### src/pkg/tpw_map.vh
// Purpose: Register offsets, field positions and reset values of the three-channel PWM timer
// Assumes: Word-indexed register port, 16-bit data
// Notes: Definitions only
`ifndef TPW_MAP_VH
`define TPW_MAP_VH
`define TPW_ADDR_W 4
`define TPW_OFS_CTRL 4'h0
`define TPW_OFS_IEN 4'h1
`define TPW_OFS_POL 4'h2
`define TPW_OFS_PERIOD 4'h3
`define TPW_OFS_CPB 4'h4
`define TPW_OFS_CPC 4'h5
`define TPW_OFS_CPD 4'h6
`define TPW_OFS_STATUS 4'h7
`define TPW_OFS_START 4'h8
`define TPW_OFS_INITLV 4'h9
`define TPW_OFS_COUNT 4'hA
`define TPW_CLR_PERIOD 3'h1
`define TPW_CLR_LSB 5
`define TPW_SRC_CLK 3'h0
`define TPW_SRC_DIV2 3'h1
`define TPW_SRC_DIV4 3'h2
`define TPW_SRC_DIV8 3'h3
`define TPW_SRC_DIV32 3'h4
`define TPW_SRC_EXT 3'h5
`define TPW_CTRL_RST 8'h00
`define TPW_IEN_RST 8'h00
`define TPW_POL_RST 8'h00
`define TPW_GR_RST 16'hFFFF
`endif

### src/tpw_timer.v
// Purpose: Three-channel 16-bit PWM timer with compare flags and per-flag interrupt enables
// Assumes: Register port is synchronous, read data one cycle after the read strobe
// Notes: Outputs are plain levels; pins are driven only while counting
// Operation
// - With clear select 001 the counter returns to zero on a match with the period register.
// - A three-bit field picks clock, clock/2, /4, /8, /32 or the external count clock.
// - Interrupt A is raised only while enable A and flag A are both set.
// - Enables B, C and D at bits 1 to 3 gate the interrupts of flags B, C and D.
// - Polarity bits 0 to 2 make outputs B, C and D active high when 1, active low when 0.
// - The period register is a full 16-bit value counted in source ticks.
// - Output B changes when the counter matches change point B.
// - Output C changes when the counter matches change point C.
// - Flag A is set on a source tick while the counter equals the period register.
// - Initial level bits choose inactive (0) or active (1) output when counting starts.
`timescale 1ns/10ps
`default_nettype none
`include "tpw_map.vh"
module tpw_timer
#(
  parameter CNT_W = 16
)
(
  input wire sys_clk_i,
  input wire nrst_i,
  input wire [`TPW_ADDR_W-1:0] addr_i,
  input wire [15:0] wdata_i,
  input wire wr_i,
  input wire rd_i,
  output reg [15:0] rdata_o,
  input wire external_count_clock_i,
  output reg pwm_out_b_o,
  output reg pwm_out_c_o,
  output reg pwm_out_d_o,
  output reg [2:0] pwm_oe_o,
  output wire compare_irq_a_o,
  output wire compare_irq_b_o,
  output wire compare_irq_c_o,
  output wire compare_irq_d_o
);
  reg rst_s1_q;
  reg rst_n_q;
  reg [7:0] timer_control_zero_q;
  reg [7:0] compare_interrupt_enable_q;
  reg [7:0] pwm_output_polarity_q;
  reg [CNT_W-1:0] period_register_q;
  reg [CNT_W-1:0] change_point_b_q;
  reg [CNT_W-1:0] change_point_c_q;
  reg [CNT_W-1:0] change_point_d_q;
  reg [CNT_W-1:0] timer_counter_q;
  reg [3:0] flags_q;
  reg [3:0] flag_seen_q;
  reg [2:0] init_level_q;
  reg [2:0] act_q;
  reg start_q;
  reg start_prev_q;
  wire tick;
  wire match_a;
  wire [2:0] match_pt;
  wire [3:0] flag_set;
  wire [3:0] flag_clr;
  wire status_wr;
  reg [15:0] rdata_d;

  // Reset released through two flops so every register leaves reset together
  always @(posedge sys_clk_i or negedge nrst_i)
  begin
    if (!nrst_i)
    begin
      rst_s1_q <= 1'b0;
      rst_n_q <= 1'b0;
    end
    else
    begin
      rst_s1_q <= 1'b1;
      rst_n_q <= rst_s1_q;
    end
  end

  tpw_prescale u_prescale
  (
    .clk_i(sys_clk_i),
    .rst_n_i(rst_n_q),
    .run_i(start_q),
    .sel_i(timer_control_zero_q[2:0]),
    .ext_clk_i(external_count_clock_i),
    .tick_o(tick)
  );

  // Compares are qualified by the tick so each match acts once per source count
  assign match_a = tick && (timer_counter_q == period_register_q);
  assign match_pt[0] = tick && (timer_counter_q == change_point_b_q);
  assign match_pt[1] = tick && (timer_counter_q == change_point_c_q);
  assign match_pt[2] = tick && (timer_counter_q == change_point_d_q);
  assign flag_set = {match_pt, match_a};
  assign status_wr = wr_i && (addr_i == `TPW_OFS_STATUS);
  // Only flags read as 1 since the last status read may be cleared by a 0 write
  assign flag_clr = status_wr ? (flag_seen_q & ~wdata_i[3:0]) : 4'h0;

  // Interrupt lines: flag AND enable
  assign compare_irq_a_o = flags_q[0] & compare_interrupt_enable_q[0];
  assign compare_irq_b_o = flags_q[1] & compare_interrupt_enable_q[1];
  assign compare_irq_c_o = flags_q[2] & compare_interrupt_enable_q[2];
  assign compare_irq_d_o = flags_q[3] & compare_interrupt_enable_q[3];

  // Register writes
  always @(posedge sys_clk_i or negedge rst_n_q)
  begin
    if (!rst_n_q)
    begin
      timer_control_zero_q <= `TPW_CTRL_RST;
      compare_interrupt_enable_q <= `TPW_IEN_RST;
      pwm_output_polarity_q <= `TPW_POL_RST;
      period_register_q <= `TPW_GR_RST;
      change_point_b_q <= `TPW_GR_RST;
      change_point_c_q <= `TPW_GR_RST;
      change_point_d_q <= `TPW_GR_RST;
      init_level_q <= 3'h0;
      start_q <= 1'b0;
    end
    else if (wr_i)
    begin
      case (addr_i)
        `TPW_OFS_CTRL: timer_control_zero_q <= wdata_i[7:0];
        `TPW_OFS_IEN: compare_interrupt_enable_q <= {3'h0, wdata_i[4:0]};
        `TPW_OFS_POL: pwm_output_polarity_q <= {5'h00, wdata_i[2:0]};
        `TPW_OFS_PERIOD: period_register_q <= wdata_i[CNT_W-1:0];
        `TPW_OFS_CPB: change_point_b_q <= wdata_i[CNT_W-1:0];
        `TPW_OFS_CPC: change_point_c_q <= wdata_i[CNT_W-1:0];
        `TPW_OFS_CPD: change_point_d_q <= wdata_i[CNT_W-1:0];
        `TPW_OFS_START: start_q <= wdata_i[0];
        `TPW_OFS_INITLV: init_level_q <= wdata_i[2:0];
        default: start_q <= start_q;
      endcase
    end
  end

  // Flags: a hardware set in the same cycle as a clear wins
  always @(posedge sys_clk_i or negedge rst_n_q)
  begin
    if (!rst_n_q)
    begin
      flags_q <= 4'h0;
      flag_seen_q <= 4'h0;
    end
    else
    begin
      flags_q <= (flags_q & ~flag_clr) | flag_set;
      if (rd_i && (addr_i == `TPW_OFS_STATUS))
        flag_seen_q <= flags_q;
      else
        flag_seen_q <= flag_seen_q & ~flag_clr;
    end
  end

  // Counter: clears on period match when clear select is 001, else wraps freely
  always @(posedge sys_clk_i or negedge rst_n_q)
  begin
    if (!rst_n_q)
      timer_counter_q <= {CNT_W{1'b0}};
    else if (!start_q)
      timer_counter_q <= timer_counter_q;
    else if (match_a && timer_control_zero_q[7:5] == `TPW_CLR_PERIOD)
      timer_counter_q <= {CNT_W{1'b0}};
    else if (tick)
      timer_counter_q <= timer_counter_q + {{(CNT_W-1){1'b0}}, 1'b1};
  end

  // Active state per output: load initial level at start, set at change point,
  // back to initial level at period match; a change point equal to the period
  // loses, so such a channel stays at its initial level
  always @(posedge sys_clk_i or negedge rst_n_q)
  begin
    if (!rst_n_q)
    begin
      act_q <= 3'h0;
      start_prev_q <= 1'b0;
    end
    else
    begin
      start_prev_q <= start_q;
      if (start_q && !start_prev_q)
        act_q <= init_level_q;
      else if (match_a)
        act_q <= init_level_q;
      else
        act_q <= act_q | match_pt;
    end
  end

  // Pin levels from flops: polarity maps active to high or low
  always @(posedge sys_clk_i or negedge rst_n_q)
  begin
    if (!rst_n_q)
    begin
      pwm_out_b_o <= 1'b0;
      pwm_out_c_o <= 1'b0;
      pwm_out_d_o <= 1'b0;
      pwm_oe_o <= 3'h0;
    end
    else
    begin
      pwm_out_b_o <= ~(act_q[0] ^ pwm_output_polarity_q[0]);
      pwm_out_c_o <= ~(act_q[1] ^ pwm_output_polarity_q[1]);
      pwm_out_d_o <= ~(act_q[2] ^ pwm_output_polarity_q[2]);
      pwm_oe_o <= {3{start_q}};
    end
  end

  // Read mux; unmapped addresses read zero
  always @*
  begin
    case (addr_i)
      `TPW_OFS_CTRL: rdata_d = {8'h00, timer_control_zero_q};
      `TPW_OFS_IEN: rdata_d = {8'h00, compare_interrupt_enable_q};
      `TPW_OFS_POL: rdata_d = {8'h00, pwm_output_polarity_q};
      `TPW_OFS_PERIOD: rdata_d = period_register_q;
      `TPW_OFS_CPB: rdata_d = change_point_b_q;
      `TPW_OFS_CPC: rdata_d = change_point_c_q;
      `TPW_OFS_CPD: rdata_d = change_point_d_q;
      `TPW_OFS_STATUS: rdata_d = {12'h000, flags_q};
      `TPW_OFS_START: rdata_d = {15'h0000, start_q};
      `TPW_OFS_INITLV: rdata_d = {13'h0000, init_level_q};
      `TPW_OFS_COUNT: rdata_d = timer_counter_q;
      default: rdata_d = 16'h0000;
    endcase
  end

  // Read data registered, valid only in the cycle after the strobe
  always @(posedge sys_clk_i or negedge rst_n_q)
  begin
    if (!rst_n_q)
      rdata_o <= 16'h0000;
    else if (rd_i)
      rdata_o <= rdata_d;
    else
      rdata_o <= 16'h0000;
  end
endmodule // tpw_timer
`default_nettype wire

### src/tpw_prescale.v
// Purpose: Count-source enable generator for the PWM timer
// Assumes: External count clock is synchronous to sys_clk_i
// Notes: Emits a one-cycle tick per source count
`timescale 1ns/10ps
`default_nettype none
`include "tpw_map.vh"
module tpw_prescale
(
  input wire clk_i,
  input wire rst_n_i,
  input wire run_i,
  input wire [2:0] sel_i,
  input wire ext_clk_i,
  output reg tick_o
);
  reg [4:0] div_q;
  reg ext_q;

  // Free divider plus edge detect of the external clock
  always @(posedge clk_i or negedge rst_n_i)
  begin
    if (!rst_n_i)
    begin
      div_q <= 5'h00;
      ext_q <= 1'b0;
    end
    else
    begin
      div_q <= run_i ? div_q + 5'h01 : 5'h00;
      ext_q <= ext_clk_i;
    end
  end

  // Source select; unused codes never tick, so a forbidden code just stalls
  always @*
  begin
    case (sel_i)
      `TPW_SRC_CLK: tick_o = run_i;
      `TPW_SRC_DIV2: tick_o = run_i && (div_q[0] == 1'b1);
      `TPW_SRC_DIV4: tick_o = run_i && (div_q[1:0] == 2'h3);
      `TPW_SRC_DIV8: tick_o = run_i && (div_q[2:0] == 3'h7);
      `TPW_SRC_DIV32: tick_o = run_i && (div_q == 5'h1F);
      `TPW_SRC_EXT: tick_o = run_i && ext_clk_i && !ext_q;
      default: tick_o = 1'b0;
    endcase
  end
endmodule // tpw_prescale
`default_nettype wire

### config.mk
export PLATFORM = sky130hd
export DESIGN_NAME = tpw_timer
export DESIGN_NICKNAME = d
export VERILOG_FILES = /design/src/tpw_timer.v /design/src/tpw_prescale.v
export VERILOG_INCLUDE_DIRS = /design/src /design/src/pkg
export SDC_FILE = /design/constraint.sdc
export NUM_CORES = 1
export LEC_CHECK = 0
export BUFFER_PORTS_ARGS = -buffer_cell sky130_fd_sc_hd__buf_2
export CAP_MARGIN = 5
export CORE_UTILIZATION = 54
export DETAILED_ROUTE_END_ITERATION = 12
export PLACE_DENSITY = 0.73
export RECOVER_POWER = 25
export SLEW_MARGIN = 20
export SYNTH_ARGS = -nofsm -noshare
export SYNTH_HDL_FRONTEND = slang
export SYNTH_SLANG_ARGS = --single-unit
### constraint.sdc
create_clock -name sys_clk_i -period 10.71 [get_ports sys_clk_i]
set_clock_uncertainty 0.15 [all_clocks]
set_input_delay 2.142 -clock sys_clk_i [delete_from_list [all_inputs] [get_ports sys_clk_i]]
set_output_delay 2.142 -clock sys_clk_i [all_outputs]
set_load 0.02 [all_outputs]
==> impl_metrics.yaml, run 1 <==
routing:
  firstDrtPassIters: 5
  vias_per_cell: 6.192
  drtAntennaViolNets: 0
  finalWirelength_mm: 17.53
  wl_per_cell_um: 21.40
  drcViolationCount: 0
  drt_iter0_drc: 471
  vias: 5071
setup_path:
  cp_slowest_stage_delay_ns: 2.92
  crit_path_start_kind: "register"
  timing.critical_path.to: "timer_counter_q[2]$_DFFE_PN0P_"
  crit_cells: 1
  cp_max_fo: 77
  path_buf_inv: 1
  r2r_slack_ns: 4.81
  crit_path_end_kind: "asynchronous set/reset pin"
  crit_path_cell_trace: "clkbuf_1"
  required_ns: 10.16
  critPathKind: "register to asynchronous set/reset pin"
  startpoint: "rst_n_q$_DFF_PN0_"
  critPathSlowestCell: "clkbuf_1"
  r2r_end: "timer_counter_q[2]$_DFFE_PN0P_"
  reg2reg_depth: 1
  crit_arrival_ns: 5.36
  r2r-start: "rst_n_q$_DFF_PN0_"
  crit_family: "buffers and inverters"
power_and_ir_drop:
  max-vdd-ir-drop_v: 0.0001387
  finalPower_mw: 1.698
  p_clk_share_pct: 35.5
  leakagePower_nw: 3.492
  p_seq_share_pct: 47.1
  p_int_mw: 1.192
  cellPowerDensity_mw_per_mm2: 214.4
  combPwrFrac_pct: 17.4
  swShare_pct: 29.76
  power_switching_mw: 0.5052
cells_and_area:
  drive_gt1_share_pct: 37.09
  fill_cells: 1015
  n_antenna_cell: 0
  final_core_util_pct: 62.75
  fin_area_mm2: 0.007919
  finalNetCount: 663
  syn2layout_area_growth_pct: 13.54
global_route:
  grt_pass1_wl_mm: 27.99
  antenna_found_initial: 0
  use_met3_pct: 5.178
  grt_use_total_pct: 28.56
  grt_max_degree: 78
  grt_overflow: 0
  use_met1_pct: 39.17
  met2_usage_pct: 45.55
  grt_pass1_vias: 5077
  top_usage_layer: "met2"
clock_network:
  clock_sinks: 139
  cts_tree: "yes"
  htreeDepth: 4
  cts_resized: 0
  clk_latency_ns: 0.43
  cts_root_buf: "clkbuf_16"
  cts.clk_slew.worst_paths_ns: 0.06
  cts_buffers: 17
  post_cts_buffers: 0
  clk_path_buf_depth: 2
  postCtsHoldBufs: 0
min_path:
  min_path_cells: 0
  min_path_type: "register to register"
placement:
  hpwlAfterDp_mm: 12.02
  dpl_cell_area_mm2: 0.007318
  portBuffers: 50
  gp_congestion: 0.9126
floorplan:
  core-area_mm2: 0.01262
  fp-row-count: 41
  die_area_mm2: 0.01337
  io-pin-count: 51
  start_util_pct: 55.26
  die_w_um: 115.6
  die_h_um: 115.6
timing:
  finalCriticalPeriod_ns: 5.904
  finalHoldViolations: 0
  fin_crit_sh_pct: 55.13
  slew_violations: 140
  holdWs_ns: 0.2010
  worst_pin_slew_ns: 3.989
  rsz0062_at_grt: "no"
  relSlewSlack_pct: -165.9
  finalSetupViolations: 0
  fin_tns_setup_ns: 0
  fmax_mhz: 169.4
synthesis:
  synth_area_leaders: "dfrtp_1 27%, dfstp_2 24%, mux2_2 13%, xor2_1 8.9%, a22oi_1 3.4%"
  synth_seq_area_share_pct: 51.02
  synth_cell_types: 58
  synthAdderAreaFrac_pct: 0.7176
  synth_warnings: 0
  synth_top_family_by_area: "multiplexers"
  synthMuxAreaShare_pct: 13.94
  ys_ff_latch: 139
  syn_nets: 629
  syn_area_mm2: 0.006974
  syn_inst: 600
  synth_xor_area_share_pct: 9.293
  async_flop_share_pct: 100.0
  yosysTopAreaCell: "dfrtp_1"
  synth_compound_area_share_pct: 10.82
  avgSynthCellArea_um2: 11.62
  ys.flop_type: "dfrtp_1"
  synth_edf_count: 0
  yosys.area_share.simple_pct: 11.11
  synth_top_cell_area_share_pct: 26.91
run_status:
  outcome: "complete, but fails checks"
  violations: "capacitance limit, slew limit"
job:
  cap_violations: 2
kinds of logic after synthesis:
family	Yosys count
flops	139
simple gates	139
compound gates	106
mux	87
xor+xnor	74
buf+inv	50
fa+ha+maj	4
other cells	1
synth_stat cells, types with 3 or more instances:
cell type  instances
a21o_1             3
a21oi_1           12
a221oi_1           4
a222oi_1           3
a22o_1             5
a22oi_1           32
a31oi_1           13
and2_1             9
and3_1             6
buf_2              5
buf_4              3
clkbuf_1          32
dfrtp_1           75
dfstp_2           64
ha_1               4
inv_1              8
mux2_1             3
mux2_2            78
mux2i_1            6
nand2_1           28
nand2b_1           4
nand3_1           15
nand3b_1           4
nand4_1            7
nor2_1            20
nor2b_1            7
nor3_1             3
nor4_1            16
o21ai_0           15
o2bb2ai_1          4
o31ai_1            4
or3_1              5
xnor2_1            3
xor2_1            71
state kept, by name, indices dropped and copies added (netlist names), 3 cells and up:
name,count
pwm_output_polarity_q,3
timer_control_zero_q,8
period_register_q,16
flags_q,4
compare_interrupt_enable_q,5
change_point_b_q,16
act_q,3
rdata_o,16
init_level_q,3
change_point_c_q,16
u_prescale.div_q,5
timer_counter_q,16
change_point_d_q,16
flag_seen_q,4
layer usage:
layer | wire length, um | up-vias | share of wire (%)
met2 | 8536 | 191 | 49
met3 | 1030 | 32 | 5.9
met1 | 7587 | 2603 | 43
met4 | 371 | 0 | 2.1
li1 | - | 2245 | -
met5 | 0 | - | 0
power groups by stage:
| stage | logic (mW) | clock network, mW | registers [mW] |
|---|---|---|---|
| final | 0.296 | 0.602 | 0.800 |
| after global routing | 0.325 | 0.632 | 0.817 |
| after CTS | 0.296 | 0.609 | 0.798 |
| after detailed placement | 0.294 | 0 | 0.805 |
| after global placement | 0.284 | 0 | 0.798 |
| after floorplan | 0.228 | 0 | 0.765 |
metrics by stage:
stage	instances	setup slack (ns)
4_1_cts	819	6.783
6_report	819	4.806
3_5_place_dp	787	6.367
3_3_place_gp	787	6.390
5_1_grt	819	3.698
2_1_floorplan	600	6.512
layout by cell type, fill, tap and decap left out, types with 4 or more instances in the layout:
master	Yosys	final
a21oi_1	12	12
a221oi_1	4	4
a22o_1	5	5
a22oi_1	32	32
a31oi_1	13	13
and2_0	1	4
and2_1	9	6
and3_1	6	6
buf_2	5	48
buf_4	3	6
clkbuf_16	0	17
clkinv_4	0	4
dfrtp_1	75	75
dfstp_2	64	64
ha_1	4	4
inv_1	8	8
mux2_2	78	78
mux2i_1	6	6
nand2_1	28	28
nand2b_1	4	4
nand3_1	15	15
nand3b_1	4	4
nand4_1	7	7
nor2_1	20	20
nor2b_1	7	7
nor4_1	16	16
o21ai_0	15	15
o2bb2ai_1	4	4
o31ai_1	4	4
or3_1	5	5
xor2_1	71	71
cell type report:
| cell class | instances | area (um2) | share of cell area [%] |
|---|---|---|---|
| sequential | 139 | 3558 | 44.94 |
| multi-input combinational | 411 | 3208 | 40.51 |
| clock buffer | 18 | 439.2 | 5.546 |
| timing repair buffer | 57 | 296.5 | 3.745 |
| tap | 172 | 215.2 | 2.718 |
| clock inverter | 14 | 171.4 | 2.165 |
| inverter | 8 | 30.03 | 0.3792 |
how the worst min path moves through the flow:
stage / to / start
6_report: rst_n_q$_DFF_PN0_ / rst_s1_q$_DFF_PN0_
4_1_cts: rst_n_q$_DFF_PN0_ / rst_s1_q$_DFF_PN0_
3_3_place_gp: rst_n_q$_DFF_PN0_ / rst_s1_q$_DFF_PN0_
3_5_place_dp: rst_n_q$_DFF_PN0_ / rst_s1_q$_DFF_PN0_
2_1_floorplan: rst_n_q$_DFF_PN0_ / rst_s1_q$_DFF_PN0_
5_1_grt: rst_n_q$_DFF_PN0_ / rst_s1_q$_DFF_PN0_
Power figures use the tool's default switching activity.
==> inputs of run 2 (changes only) <==
==> constraint.sdc (replaced) <==
create_clock -name sys_clk_i -period 5.5 [get_ports sys_clk_i]
set_clock_uncertainty 0.15 [all_clocks]
set_input_delay 1.1 -clock sys_clk_i [delete_from_list [all_inputs] [get_ports sys_clk_i]]
set_output_delay 1.1 -clock sys_clk_i [all_outputs]
set_load 0.02 [all_outputs]
==> run 2 against run 1 <==
Against the previous run:
- the flow still finishes with violations (capacitance limit, slew limit)
- register-to-register slack got worse by 2.5 ns
- sequential power up 95%
- first-iteration DRC count down 11%
- highest routed layer unchanged
==> impl_metrics.yaml, run 2 (same netlist as run 1, synthesis figures left out) <==
cells_and_area:
  final_cell_mix: "78 x mux2_2, 75 x dfrtp_1, 71 x xor2_1"
  fill_cells: 1031
  stdcell_count: 819
  drive_gt1_share_pct: 37.40
  fin_area_mm2: 0.007866
  finalNetCount: 663
  final_common_cell: "mux2_2"
  final_core_util_pct: 62.33
  syn2layout_area_growth_pct: 12.79
  n_antenna_cell: 0
timing:
  slew_violations: 47
  fmax_mhz: 315.3
  rsz0062_at_grt: "no"
  finalSetupViolations: 0
  relSlewSlack_pct: -25.38
  fin_tns_setup_ns: 0
  fin_crit_sh_pct: 57.67
  worst_pin_slew_ns: 1.881
  finalHoldViolations: 0
  finalCriticalPeriod_ns: 3.172
routing:
  finalWirelength_mm: 17.08
  drtAntennaViolNets: 0
  vias_per_cell: 6.093
  firstDrtPassIters: 5
  wl_per_cell_um: 20.85
  drt_iter0_drc: 418
  vias: 4990
  drcViolationCount: 0
setup_path:
  required_ns: 5.60
  cp_max_fo: 21
  crit_path_start_kind: "register"
  r2r-start: "u_prescale.div_q[0]$_DFF_PN0_"
  r2r_slack_ns: 2.33
  crit_path_end_kind: "register"
  crit_arrival_ns: 3.28
  reg2reg_depth: 8
  critPathKind: "register to register"
  r2r_end: "timer_counter_q[10]$_DFFE_PN0P_"
  startpoint: "u_prescale.div_q[0]$_DFF_PN0_"
clock_network:
  cts_buffers: 17
  clk_latency_ns: 0.42
  cts_resized: 0
  cts.clk_slew.worst_paths_ns: 0.06
  cts_tree: "yes"
  cts_root_buf: "clkbuf_16"
  clk_path_buf_depth: 2
  post_cts_buffers: 0
  clock_sinks: 139
  postCtsHoldBufs: 0
  htreeDepth: 4
power_and_ir_drop:
  cellPowerDensity_mw_per_mm2: 401.8
  max-vdd-ir-drop_v: 0.0002923
  leakagePower_nw: 3.460
  finalPower_mw: 3.161
run_status:
  violations: "capacitance limit, slew limit"
  outcome: "complete, but fails checks"
global_route:
  grt_pass1_wl_mm: 27.21
  grt_use_total_pct: 27.71
  grt_pass1_vias: 4994
  grt_overflow: 0
  antenna_found_initial: 0
  grt_max_degree: 88
floorplan:
  die_w_um: 115.6
  core-area_mm2: 0.01262
  fp-row-count: 41
  start_util_pct: 55.26
  die_area_mm2: 0.01337
  die_h_um: 115.6
  io-pin-count: 51
placement:
  dpl_cell_area_mm2: 0.007311
  portBuffers: 50
  hpwlAfterDp_mm: 11.74
  post-place-cells: 786
  gp_congestion: 0.8909
min_path:
  hold_start: "rst_s1_q$_DFF_PN0_"
  min_path_cells: 0
  min_path_type: "register to register"
  holdPathEnd: "rst_n_q$_DFF_PN0_"
job:
  cap_violations: 1
-- run 2: changes by cell type in the layout (fill, tap and decap cells not counted) --
cell	delta
clkinvlp_4	+3
nor2_1	-1
buf_12	+1
inv_6	+2
bufinv_16	-3
clkbuf_1	-1
and2_0	-2
clkinv_4	-3
and2_1	+2
nor2_2	+1
buf_2	+1
-- run 2: how the worst max path moves through the flow --
stage / slack, ns / depth (start not counted) / to
after floorplan: 1.30 / 0 / act_q[0]$_DFF_PN0_
after global placement: 2.26 / 5 / rdata_o[1]$_DFF_PN0_
after detailed placement: 2.23 / 6 / change_point_b_q[10]$_DFFE_PN1P_
after CTS: 2.30 / 8 / timer_counter_q[10]$_DFFE_PN0P_
after global routing: 1.95 / 8 / timer_counter_q[10]$_DFFE_PN0P_
final: 2.33 / 8 / timer_counter_q[10]$_DFFE_PN0P_
-- run 2: critical path: stages (launching register included) --
cell      delay, ns
dfrtp_1        0.40
ha_1           0.22
and3_1         0.18
ha_1           0.16
inv_1          0.05
o311ai_2       0.50
nand2_2        0.41
nor3_2         0.83
a21oi_1        0.11
-- run 2: per-layer routing --
| layer | GRT usage (%) | vias up | part of all wire [%] |
|---|---|---|---|
| met1 | 37.93 | 2547 | 44 |
| met5 | 0 | - | 0 |
| met4 | 8.547 | 0 | 1.2 |
| li1 | - | 2240 | - |
| met3 | 6.851 | 17 | 7.6 |
| met2 | 43.75 | 186 | 48 |
-- run 2: layout make-up --
| class | instances | area [um2] | area share (%) |
|---|---|---|---|
| Clock inverter | 13 | 95.09 | 1.209 |
| Timing Repair Buffer | 57 | 314.1 | 3.992 |
| Inverter | 8 | 30.03 | 0.3817 |
| Multi-Input combinational cell | 411 | 3211 | 40.81 |
| Clock buffer | 19 | 442.9 | 5.631 |
| Tap cell | 172 | 215.2 | 2.736 |
| Sequential cell | 139 | 3558 | 45.24 |
-- run 2: per-stage QoR --
step	setup WS [ns]	hold slack, ns
after floorplan	1.302	0.1812
after global placement	2.260	0.1883
after detailed placement	2.231	0.1881
after CTS	2.305	0.2012
after global routing	1.954	0.2016
final	2.328	0.1994
-- run 2: power by group --
part | leakage [nW] | internal, mW | switching [mW]
Combinational | 1.57 | 0.283 | 0.289
Clock | 0.248 | 0.589 | 0.444
Sequential | 1.65 | 1.32 | 0.240
